File: config.mk
export PLATFORM = sky130hd
export DESIGN_NAME = msb_silo
export DESIGN_NICKNAME = d
export VERILOG_FILES = /design/src/hdl/msb_pkg.sv /design/src/hdl/msb_silo_mem.sv /design/src/hdl/msb_silo.sv
export SDC_FILE = /design/constraint.sdc
export NUM_CORES = 2
export LEC_CHECK = 0
export BUFFER_PORTS_ARGS = -buffer_cell sky130_fd_sc_hd__buf_4
export CORE_MARGIN = 1
export CORE_UTILIZATION = 60
export DETAILED_ROUTE_END_ITERATION = 7
export HOLD_SLACK_MARGIN = 0.15
export PLACE_DENSITY = 0.78
export SKIP_CTS_REPAIR_TIMING = 1
export SLEW_MARGIN = 20
export SYNTH_ARGS = -nofsm -noshare
export SYNTH_HDL_FRONTEND = slang
export SYNTH_SLANG_ARGS = --single-unit
File: constraint.sdc
create_clock -name clock_i -period 4.35 [get_ports clock_i]
set_input_delay 0.2175 -clock clock_i [delete_from_list [all_inputs] [get_ports clock_i]]
set_output_delay 0.2175 -clock clock_i [all_outputs]
set_load 0.02 [all_outputs]
File: src/hdl/msb_pkg.sv
package msb_pkg;

	// Number of serial lines and the width of a line number.
	localparam int LINES_DEF = 16;
	localparam int LINE_W    = 4;

	// Silo geometry.
	localparam int SILO_DEPTH = 64;
	localparam int SILO_AW    = 6;
	localparam int CHAR_W     = 8;

	// Register indexes inside the eight-word block (byte address = base + 2 * index).
	localparam logic [2:0] REG_SYS_CTRL    = 3'h0;
	localparam logic [2:0] REG_NEXT_RX     = 3'h1;
	localparam logic [2:0] REG_LINE_PARAM  = 3'h2;
	localparam logic [2:0] REG_CUR_ADDR    = 3'h3;
	localparam logic [2:0] REG_BYTE_COUNT  = 3'h4;
	localparam logic [2:0] REG_BUF_ACTIVE  = 3'h5;
	localparam logic [2:0] REG_BREAK       = 3'h6;
	localparam logic [2:0] REG_SILO_STATUS = 3'h7;

	// The block base must have this many low address bits zero, so it is aligned to 20 octal bytes.
	localparam int BLOCK_ALIGN_BITS = 4;

	// System control word field positions.
	localparam int SC_LINE_LSB  = 0;
	localparam int SC_RX_IE     = 6;
	localparam int SC_RX_INT    = 7;
	localparam int SC_STORE_OVF = 14;

	// Silo status field positions.
	localparam int SS_ALARM_LSB = 0;
	localparam int SS_XADDR_LSB = 6;
	localparam int SS_FILL_LSB  = 8;
	localparam int SS_MAINT     = 15;

	// Fixed maintenance pattern and reset values.
	localparam logic [15:0] MAINT_PATTERN = 16'hAAAA;
	localparam logic [15:0] WORD_RESET    = 16'h0000;

	// Serial frame lengths including start and stop bits.
	localparam logic [3:0] FRAME_BITS     = 4'hA;
	localparam logic [3:0] FRAME_BITS_PAR = 4'hB;
	// Receiver bit position of the stop bit, counted from the first data bit.
	localparam logic [3:0] RX_STOP_POS    = 4'h8;
	localparam logic [3:0] RX_STOP_PAR    = 4'h9;

	// One entry of the silo as it is read back.
	typedef struct packed {
		logic              valid;
		logic              overrun;
		logic              frame_err;
		logic              par_err;
		logic [LINE_W-1:0] line;
		logic [CHAR_W-1:0] data;
	} msb_silo_word_t;

	// One register access from the host bus.
	typedef struct packed {
		logic        sel;
		logic        wr;
		logic        rd;
		logic [1:0]  byte_en;
		logic [17:0] addr;
		logic [15:0] wdata;
	} msb_bus_req_t;

endpackage

File: src/hdl/msb_silo_mem.sv
`timescale 1ns/1ps
// Plain storage for the silo; the read word comes out of a register one cycle later.
module msb_silo_mem #(
	parameter int WIDTH = 16,
	parameter int DEPTH = 64,
	parameter int AW    = 6
) (
	input  wire logic             clock_i,
	input  wire logic             wr_en_i,
	input  wire logic [AW-1:0]    wr_addr_i,
	input  wire logic [WIDTH-1:0] wr_data_i,
	input  wire logic             rd_en_i,
	input  wire logic [AW-1:0]    rd_addr_i,
	output logic      [WIDTH-1:0] rd_data_o
);

	// Storage array; no reset, since the pointers define what is valid.
	logic [WIDTH-1:0] mem_q [DEPTH];

	// Write port.
	always_ff @(posedge clock_i) begin
		if (wr_en_i) begin
			mem_q[wr_addr_i] <= wr_data_i;
		end
	end

	// Registered read port.
	always_ff @(posedge clock_i) begin
		if (rd_en_i) begin
			rd_data_o <= mem_q[rd_addr_i];
		end
	end

endmodule

File: src/hdl/msb_silo.sv
`timescale 1ns/1ps
module msb_silo
	import msb_pkg::*;
#(
	parameter int          LINES     = 16,
	parameter logic [17:0] BASE_ADDR = 18'h3_E010,
	parameter logic [8:0]  RX_VECTOR = 9'h0C0
) (
	input  wire logic                            clock_i,
	input  wire logic                            rst_n_i,
	input  wire msb_pkg::msb_bus_req_t           bus_req_i,
	output logic      [15:0]                     bus_rdata_o,
	output logic                                 bus_ack_o,
	input  wire logic [LINES-1:0]                rx_serial_i,
	input  wire logic [LINES-1:0]                rx_tick_i,
	input  wire logic [LINES-1:0]                tx_tick_i,
	input  wire logic [LINES-1:0]                parity_en_i,
	input  wire logic [LINES-1:0]                parity_odd_i,
	input  wire logic [LINES-1:0]                tx_load_i,
	input  wire logic [LINES-1:0][7:0]           tx_data_i,
	input  wire logic [LINES-1:0][1:0]           tx_addr_hi_i,
	output logic      [LINES-1:0]                tx_serial_o,
	output logic      [LINES-1:0]                tx_holding_empty_o,
	output logic      [LINES-1:0]                tx_end_of_char_o,
	output logic                                 rx_irq_o,
	output logic      [8:0]                      rx_vector_o,
	output logic      [8:0]                      tx_vector_o
);

	// Elaboration checks: the line field and bitmaps assume sixteen lines.
	if (LINES != LINES_DEF) begin : g_bad_lines
		$error("msb_silo supports exactly sixteen lines");
	end
	if (BASE_ADDR[BLOCK_ALIGN_BITS-1:0] != '0) begin : g_bad_base
		$error("msb_silo base address must be aligned to 20 octal");
	end

	// Control and status state.
	logic [LINE_W-1:0]    line_sel_q;      // Line chosen for per-line reports.
	logic                 rx_ie_q;         // Receiver interrupt enable.
	logic                 ovf_q;           // Storage overflow, sticky.
	logic [SILO_AW-1:0]   alarm_q;         // Silo alarm level.
	logic                 maint_q;         // Silo maintenance bit.
	logic                 maint_prev_q;    // Previous maintenance bit for edge detect.
	logic                 maint_pend_q;    // Pattern load waiting for space.
	logic [LINES-1:0]     line_break_mask_q;
	logic [LINE_W-1:0]    scan_q;          // Receiver scanner position.
	logic                 irq_q;
	logic [15:0]          rdata_q;
	logic                 ack_q;

	// Silo pointers, counters and the output stage.
	logic [SILO_AW-1:0]   wr_ptr_q, rd_ptr_q;
	logic [SILO_AW:0]     mem_cnt_q;       // Words in the memory array.
	logic [SILO_AW:0]     count_q;         // Words in array plus output stage.
	logic                 fetch_q;         // Read from array in flight.
	logic                 head_valid_q;    // A character sits at the output end.
	msb_silo_word_t       head_q;
	msb_silo_word_t       mem_rdata;

	// Per-line receiver holding registers, seen by the scanner.
	logic [LINES-1:0][7:0] rx_hold;
	logic [LINES-1:0]      rx_char_available, rx_ovr, rx_ferr, rx_perr;
	logic [LINES-1:0]      take_vec;

	// Bus decode, combinational.
	logic hit, wr_any, rd_any;
	logic [2:0] reg_idx;
	assign hit     = bus_req_i.sel &&
		(bus_req_i.addr[17:BLOCK_ALIGN_BITS] == BASE_ADDR[17:BLOCK_ALIGN_BITS]);
	assign reg_idx = bus_req_i.addr[3:1];
	assign wr_any  = hit && bus_req_i.wr;
	assign rd_any  = hit && bus_req_i.rd;

	// Silo control terms.
	logic space, pop, fetch, silo_wr, pat_wr, scan_wr, scan_full, rx_int;
	msb_silo_word_t silo_wdata;
	assign space     = (count_q < (SILO_AW+1)'(SILO_DEPTH));
	assign pop       = rd_any && (reg_idx == REG_NEXT_RX) && head_valid_q;
	assign fetch     = !head_valid_q && !fetch_q && (mem_cnt_q != '0);
	// Pattern has priority over the scanner for the single write port.
	assign pat_wr    = maint_pend_q && space;
	assign scan_wr   = rx_char_available[scan_q] && space && !maint_pend_q;
	// Full silo keeps the character in its holding register.
	assign scan_full = rx_char_available[scan_q] && !space && !maint_pend_q;
	assign silo_wr   = pat_wr || scan_wr;
	assign silo_wdata = pat_wr ? msb_silo_word_t'(MAINT_PATTERN) :
		'{valid: 1'b1, overrun: rx_ovr[scan_q], frame_err: rx_ferr[scan_q],
		  par_err: rx_perr[scan_q], line: scan_q, data: rx_hold[scan_q]};
	// Alarm compare; needs a character at the output end.
	assign rx_int = ((count_q > {1'b0, alarm_q}) && head_valid_q) || ovf_q;

	// System control word fields owned by this block.
	always_ff @(posedge clock_i) begin
		if (!rst_n_i) begin
			line_sel_q <= '0;
			rx_ie_q    <= 1'b0;
			ovf_q      <= 1'b0;
		end else begin
			if (wr_any && reg_idx == REG_SYS_CTRL && bus_req_i.byte_en[0]) begin
				line_sel_q <= bus_req_i.wdata[SC_LINE_LSB +: LINE_W];
				rx_ie_q    <= bus_req_i.wdata[SC_RX_IE];
			end
			// Overflow set wins over a software clear.
			if (scan_full) begin
				ovf_q <= 1'b1;
			end else if (wr_any && reg_idx == REG_SYS_CTRL && bus_req_i.byte_en[1]
				&& !bus_req_i.wdata[SC_STORE_OVF]) begin
				ovf_q <= 1'b0;
			end
		end
	end

	// Silo status halves; each byte only moves with its own enable.
	always_ff @(posedge clock_i) begin
		if (!rst_n_i) begin
			alarm_q <= '0;
			maint_q <= 1'b0;
		end else if (wr_any && reg_idx == REG_SILO_STATUS) begin
			if (bus_req_i.byte_en[0]) begin
				alarm_q <= bus_req_i.wdata[SS_ALARM_LSB +: SILO_AW];
			end
			if (bus_req_i.byte_en[1]) begin
				maint_q <= bus_req_i.wdata[SS_MAINT];
			end
		end
	end

	// Maintenance edge detect; a held bit loads only once.
	always_ff @(posedge clock_i) begin
		if (!rst_n_i) begin
			maint_prev_q <= 1'b0;
			maint_pend_q <= 1'b0;
		end else begin
			maint_prev_q <= maint_q;
			if (maint_q && !maint_prev_q) begin
				maint_pend_q <= 1'b1;
			end else if (pat_wr) begin
				maint_pend_q <= 1'b0;
			end
		end
	end

	// Break bitmap, one bit per line, byte-wise writes.
	always_ff @(posedge clock_i) begin
		if (!rst_n_i) begin
			line_break_mask_q <= '0;
		end else if (wr_any && reg_idx == REG_BREAK) begin
			if (bus_req_i.byte_en[0]) begin
				line_break_mask_q[7:0] <= bus_req_i.wdata[7:0];
			end
			if (bus_req_i.byte_en[1]) begin
				line_break_mask_q[15:8] <= bus_req_i.wdata[15:8];
			end
		end
	end

	// Scanner visits every line in turn, one per clock.
	always_ff @(posedge clock_i) begin
		if (!rst_n_i) begin
			scan_q <= '0;
		end else begin
			scan_q <= scan_q + 1'b1;
		end
	end
	// One-hot take strobe to the scanned line.
	always_comb begin
		take_vec         = '0;
		take_vec[scan_q] = scan_wr;
	end

	// Silo pointers and the fill counter.
	always_ff @(posedge clock_i) begin
		if (!rst_n_i) begin
			wr_ptr_q  <= '0;
			rd_ptr_q  <= '0;
			mem_cnt_q <= '0;
			count_q   <= '0;
			fetch_q   <= 1'b0;
		end else begin
			wr_ptr_q  <= wr_ptr_q + SILO_AW'(silo_wr);
			rd_ptr_q  <= rd_ptr_q + SILO_AW'(fetch);
			mem_cnt_q <= mem_cnt_q + (SILO_AW+1)'(silo_wr) - (SILO_AW+1)'(fetch);
			// Up on load, down on read
			count_q   <= count_q + (SILO_AW+1)'(silo_wr) - (SILO_AW+1)'(pop);
			fetch_q   <= fetch;
		end
	end

	// Output stage of the silo; a read of the next-character word empties it.
	always_ff @(posedge clock_i) begin
		if (!rst_n_i) begin
			head_valid_q <= 1'b0;
			head_q       <= '0;
		end else if (fetch_q) begin
			head_valid_q <= 1'b1;
			head_q       <= mem_rdata;
		end else if (pop) begin
			head_valid_q <= 1'b0;
		end
	end

	// Silo storage.
	msb_silo_mem #(
		.WIDTH (16),
		.DEPTH (SILO_DEPTH),
		.AW    (SILO_AW)
	) u_mem (
		.clock_i   (clock_i),
		.wr_en_i   (silo_wr),
		.wr_addr_i (wr_ptr_q),
		.wr_data_i (silo_wdata),
		.rd_en_i   (fetch),
		.rd_addr_i (rd_ptr_q),
		.rd_data_o (mem_rdata)
	);

	// Register read-back; answer one cycle after the access.
	always_ff @(posedge clock_i) begin
		if (!rst_n_i) begin
			rdata_q <= WORD_RESET;
			ack_q   <= 1'b0;
		end else begin
			ack_q   <= hit && (bus_req_i.rd || bus_req_i.wr);
			rdata_q <= WORD_RESET;
			if (rd_any) begin
				unique case (reg_idx)
					REG_SYS_CTRL: begin
						rdata_q[SC_LINE_LSB +: LINE_W] <= line_sel_q;
						rdata_q[SC_RX_IE]              <= rx_ie_q;
						rdata_q[SC_RX_INT]             <= rx_int;
						rdata_q[SC_STORE_OVF]          <= ovf_q;
					end
					// An empty output end reads as all zero, valid bit clear.
					REG_NEXT_RX: begin
						rdata_q <= head_valid_q ? head_q : WORD_RESET;
					end
					REG_BREAK: begin
						rdata_q <= line_break_mask_q;
					end
					REG_SILO_STATUS: begin
						rdata_q[SS_ALARM_LSB +: SILO_AW] <= alarm_q;
						rdata_q[SS_XADDR_LSB +: 2]       <= tx_addr_hi_i[line_sel_q];
						rdata_q[SS_FILL_LSB +: SILO_AW]  <= count_q[SILO_AW-1:0];
						rdata_q[SS_MAINT]                <= maint_q;
					end
					// Line parameters, addresses, counts and active bits live elsewhere.
					default: begin
						rdata_q <= WORD_RESET;
					end
				endcase
			end
		end
	end

	// Interrupt request, registered.
	always_ff @(posedge clock_i) begin
		if (!rst_n_i) begin
			irq_q <= 1'b0;
		end else begin
			irq_q <= rx_int && rx_ie_q;
		end
	end

	assign bus_rdata_o = rdata_q;
	assign bus_ack_o   = ack_q;
	assign rx_irq_o    = irq_q;
	// Receiver vector is the lower one.
	assign rx_vector_o = RX_VECTOR;
	assign tx_vector_o = RX_VECTOR + 9'h004;

	// Per-line receiver and transmitter, ticks mark bit centres.
	for (genvar i = 0; i < LINES; i++) begin : g_line
		logic [3:0] rx_pos_q, tx_left_q;
		logic [7:0] rx_sh_q, tx_hold_q;
		logic       rx_busy_q, rx_par_q, tx_full_q, eoc_q, line_q, out_q;
		logic [10:0] tx_sh_q;
		logic       tx_start, rx_done;
		// A stop bit is due at one fixed position for each framing.
		assign rx_done  = rx_busy_q && rx_tick_i[i] &&
			(rx_pos_q == (parity_en_i[i] ? RX_STOP_PAR : RX_STOP_POS));
		// Move to shift register once it is empty.
		assign tx_start = tx_full_q && (tx_left_q == '0);

		always_ff @(posedge clock_i) begin
			if (!rst_n_i) begin
				rx_busy_q <= 1'b0;
				rx_pos_q  <= '0;
				rx_sh_q   <= '0;
				rx_par_q  <= 1'b0;
				rx_hold[i] <= '0;
				rx_char_available[i] <= 1'b0;
				rx_ovr[i]  <= 1'b0;
				rx_ferr[i] <= 1'b0;
				rx_perr[i] <= 1'b0;
			end else begin
				if (!rx_busy_q) begin
					rx_busy_q <= rx_tick_i[i] && !rx_serial_i[i];
					rx_pos_q  <= '0;
				end else if (rx_tick_i[i]) begin
					rx_pos_q <= rx_pos_q + 1'b1;
					// Data bits occupy every position before an unparitied stop bit.
					if (rx_pos_q < RX_STOP_POS) begin
						rx_sh_q <= {rx_serial_i[i], rx_sh_q[7:1]};
					end else if (!rx_done) begin
						rx_par_q <= rx_serial_i[i];
					end
					if (rx_done) begin
						rx_busy_q <= 1'b0;
					end
				end
				if (rx_done) begin
					rx_hold[i] <= rx_sh_q;
					rx_ferr[i] <= !rx_serial_i[i];
					rx_perr[i] <= parity_en_i[i] &&
						((^rx_sh_q ^ rx_par_q) != parity_odd_i[i]);
					rx_char_available[i] <= 1'b1;
				end else if (take_vec[i]) begin
					rx_char_available[i] <= 1'b0;
				end
				// A take in the same cycle wins over the overrun set and clears it.
				if (rx_done && rx_char_available[i] && !take_vec[i]) begin
					rx_ovr[i] <= 1'b1;
				end else if (take_vec[i]) begin
					rx_ovr[i] <= 1'b0;
				end
			end
		end

		always_ff @(posedge clock_i) begin
			if (!rst_n_i) begin
				tx_hold_q <= '0;
				tx_full_q <= 1'b0;
				tx_sh_q   <= '1;
				tx_left_q <= '0;
				eoc_q     <= 1'b0;
				line_q    <= 1'b1;
			end else begin
				if (tx_start) begin
					tx_full_q <= 1'b0;
					eoc_q     <= 1'b0;
					tx_sh_q   <= parity_en_i[i] ?
						{1'b1, ^tx_hold_q ^ parity_odd_i[i], tx_hold_q, 1'b0} :
						{2'b11, tx_hold_q, 1'b0};
					tx_left_q <= parity_en_i[i] ? FRAME_BITS_PAR : FRAME_BITS;
				end else if (tx_tick_i[i] && tx_left_q != '0) begin
					line_q    <= tx_sh_q[0];
					tx_sh_q   <= {1'b1, tx_sh_q[10:1]};
					tx_left_q <= tx_left_q - 1'b1;
					eoc_q     <= (tx_left_q == 4'h1);
				end
				if (tx_load_i[i] && !tx_full_q) begin
					tx_hold_q <= tx_data_i[i];
					tx_full_q <= 1'b1;
				end
			end
		end

		// Break replaces every bit with space.
		always_ff @(posedge clock_i) begin
			if (!rst_n_i) begin
				out_q <= 1'b1;
			end else begin
				out_q <= line_q && !line_break_mask_q[i];
			end
		end

		assign tx_serial_o[i]        = out_q;
		assign tx_holding_empty_o[i] = !tx_full_q;
		assign tx_end_of_char_o[i]   = eoc_q;
	end
endmodule

==> flow_summary_export.csv <==
group,metric,value,unit
place,post-place-ws,0.7364,ns
floorplanning,boundaryPins,381,
setup_path,path_delay_family,"multiplexers",
yosys,synthFlopType,"edfxtp_1",
yosys,synthXorXnorAreaFrac,4.301,%
yosys,synth.distinct_cells,68,
final_layout,fin_nets,7075,
worst_hold_path,hold_class,"input pin to flop",
setup_path,end_kind,"flop",
final_layout,layout-drive-gt1-share,17.07,%
drt,via_count,52160,
global_routing,top_usage_layer,"met2",
clocking,root_buffer,"clkbuf_16",
clocking,numCtsBuffers,185,
clocking,h-tree-depth,4,
yosys,synth_seq_cells,1904,
timing,min_period,3.694,ns
timing,tightestPinTransition,1.230,ns
setup_path,cp.arrival,4.42,ns
setup_path,required,5.08,ns
run,drv_cap,0,
clocking,clk_latency,0.82,ns
timing,report.final.slew_viol_count,0,
yosys,synthAdderAreaFrac,1.491,%
place,hpwlAfterDp,127600,um
timing,hold_viol,0,
drt,wl_per_cell,23.76,um
timing,max_freq,270.7,MHz
yosys,synth_cells,6094,
timing,finalSetupViolCount,0,
drt,drt_pass1_iterations,8,
yosys,yosysWarnings,0,
setup_path,cp-start-kind,"flop",
timing,finalSetupTns,0,ns
yosys,ys_async_sr_fraction,0,%
setup_path,critPathKind,"flop to flop",
yosys,muxShareOfSynthArea,14.92,%
floorplanning,dieArea,131800,um^2
final_layout,syn_to_final_growth,17.47,%
timing,rsz0062_at_grt,"false",
setup_path,crit_buf_inv,1,
drt,drc,0,
yosys,yosysSeqAreaShare,61.23,%
global_routing,grt_max_degree,113,
drt,antenna_left,0,
yosys,avgSynthCellArea,12.83,um^2
drt,drt_iter0_drc,5737,
global_routing,grt_pass1_wl,293900,um
timing,fin_ws,0.6561,ns
floorplanning,rows,132,
drt,wl,204100,um
place,finalWeightedCongestion,1.002,
run_status,outcome,"completed",
yosys,synth-compound-area-share,5.937,%
setup_path,crit_chain,"mux4_2, mux4_2, nor2_4, or2_2, ha_1, inv_1, ha_1, fa_1, a21o_1, a21oi_1, o21bai_1, a21oi_1, mux2i_1",
yosys,synth-edff-count,975,
place,portBuffers,361,
timing,relSlewSlack,17.78,%
pwr,irDropWorstVdd,387.0,uV
floorplanning,start_util,60.46,%
timing,fin_skew,0.03366,ns
pwr,power.density,507.9,nW/um^2
setup_path,crit_fanout,8,
clocking,cts_sinks,1904,
global_routing,overflow,0,
global_routing,use_met3,6.463,%
timing,period_share,84.92,%
setup_path,slowest_stage,"mux4_2",
setup_path,critPathMaxStageDelay,0.62,ns
global_routing,grt_util_all_layers,29.49,%
floorplanning,die_w,363,um
clocking,clk_pin_slew,0.06,ns
global_routing,grt_use_met1,37.96,%
global_routing,antenna_found_initial,10,
pwr,p_leak,35.27,nW
clocking,cts_buffer_depth,3,
floorplanning,die_height,363,um
yosys,synthSimpleGateAreaFrac,9.055,%
yosys,synth_top_family_by_area,"multiplexers",
yosys,netlist_area,78190,um^2
clocking,cts_tree,"yes",
global_routing,met2_usage,47.74,%
floorplanning,core,129300,um^2
global_routing,grt_pass1_vias,49070,
drt,via_per_inst,6.073,
==> routing by layer <==
metal | routed length [um] | vias to the layer above
met5 | 79 | -
met4 | 9962 | 12
met3 | 18000 | 534
met2 | 97400 | 2543
met1 | 78670 | 25780
li1 | - | 23300
==> cell type report <==
cell class	instances	area (um^2)
clock buffers	254	5211
multi-input cells	3647	28180
diodes	5	12.51
well taps	1742	2180
repair buffers	809	6950
fillers	8236	37460
inverters	139	529.3
flip-flops and latches	1904	47890
clock inverters	90	902.1
==> synthesized netlist by cell type, types with 17 or more instances <==
| cell | number | area (um^2) |
|---|---|---|
| mux2_2 | 31 | 349.1 |
| nand4_1 | 18 | 112.6 |
| o21ai_0 | 72 | 360.4 |
| and3_1 | 21 | 131.4 |
| a31oi_1 | 21 | 131.4 |
| a221oi_1 | 157 | 1375 |
| dfxtp_1 | 929 | 18600 |
| nand2_1 | 484 | 1817 |
| nor2b_1 | 44 | 275.3 |
| mux2i_1 | 566 | 5665 |
| nand3b_1 | 20 | 150.1 |
| edfxtp_1 | 975 | 29280 |
| a21oi_1 | 156 | 780.8 |
| nand3_1 | 77 | 385.4 |
| nor4_1 | 47 | 294.0 |
| buf_1 | 31 | 116.4 |
| xor2_1 | 87 | 762.0 |
| o31ai_1 | 17 | 127.6 |
| clkbuf_1 | 281 | 1055 |
| o211ai_1 | 18 | 135.1 |
| inv_1 | 139 | 521.8 |
| o22ai_1 | 50 | 312.8 |
| buf_4 | 60 | 450.4 |
| buf_2 | 47 | 235.2 |
| xnor2_1 | 297 | 2601 |
| ha_1 | 90 | 1126 |
| a2111oi_0 | 18 | 157.7 |
| mux4_2 | 251 | 5653 |
| nor3_1 | 31 | 155.2 |
| nor2_1 | 825 | 3097 |
| a211o_1 | 20 | 175.2 |
==> cells in the final DEF, fill, tap and decap left out, drive strengths merged, types with 17 or more instances in the layout <==
cell	Yosys	routed
dfxtp	929	929
a31oi	21	21
nor4	48	48
nor2	826	826
mux2i	566	566
and3	21	21
nor3	31	31
o21ai	72	72
xnor2	297	297
nand3	77	77
conb	2	18
a211o	20	20
edfxtp	975	975
xor2	87	87
nand2	484	484
nand3b	20	20
mux2	31	31
buf	139	525
inv	139	146
nor2b	44	44
o211ai	18	18
a2111oi	18	18
o31ai	17	17
nand4	19	19
clkinv	0	67
a21oi	156	156
ha	90	90
a221oi	157	157
o22ai	50	50
clkbuf	281	255
mux4	251	251
dlygate4sd3	0	283
==> tightest hold or removal path, stage by stage <==
cell	delay (ns)
buf_4	0.11
xnor2_1	0.08
xnor2_1	0.18
xnor2_1	0.07
xnor2_1	0.13
o31ai_1	0.07
==> per-stage QoR <==
stage	power (mW)	utilization (%)	instances	hold WS (ns)	instance area, um^2
after floorplan	27.99	-	6110	0.3333	78250
after global placement	30.19	64.10	7958	0.4280	82890
after detailed placement	30.50	64.10	7958	0.4326	82900
after CTS	46.43	68.83	8302	-0.4286	89010
after global routing	48.53	71.03	8589	0.1502	91850
final	46.66	71.03	8590	0.1082	91850
==> power by group <==
group	internal, mW	total, mW	switching (mW)
sequential	20.1	21.1	1.01
combinational	4.22	9.60	5.37
clock	9.18	16.0	6.80
==> logic make-up after synthesis <==
group	Yosys count
compound gates	652
xor+xnor	384
fa+ha+maj	92
buf+inv	559
flops	1904
mux	848
other cells	2
simple gates	1653
==> worst paths after layout <==
check	startpoint	to	slack [ns]	cells after the start
max	scan_q[0]	count_q[6]	0.66	13
min	parity_odd_i[7]	rx_perr[7]	0.11	6
max reg2reg	scan_q[0]	count_q[6]	0.66	13
min reg2reg	g_line[6].tx_sh_q[1]	g_line[6].tx_sh_q[1]	0.44	2
==> flip-flops by register name (all words and copies together) (netlist names), 16 cells and up <==
signal	cells
rx_ferr	16
g_line.line_q	16
g_line.rx_par_q	16
g_line.tx_sh_q	160
g_line.rx_sh_q	128
g_line.rx_busy_q	16
g_line.tx_full_q	16
head_q	16
line_break_mask_q	16
g_line.tx_left_q	64
u_mem.mem_q	960
rx_ovr	16
g_line.rx_pos_q	64
g_line.eoc_q	16
bus_rdata_o	16
g_line.tx_hold_q	128
rx_perr	16
rx_hold	128
g_line.out_q	16
rx_char_available	16
Power figures use the tool's default switching activity.
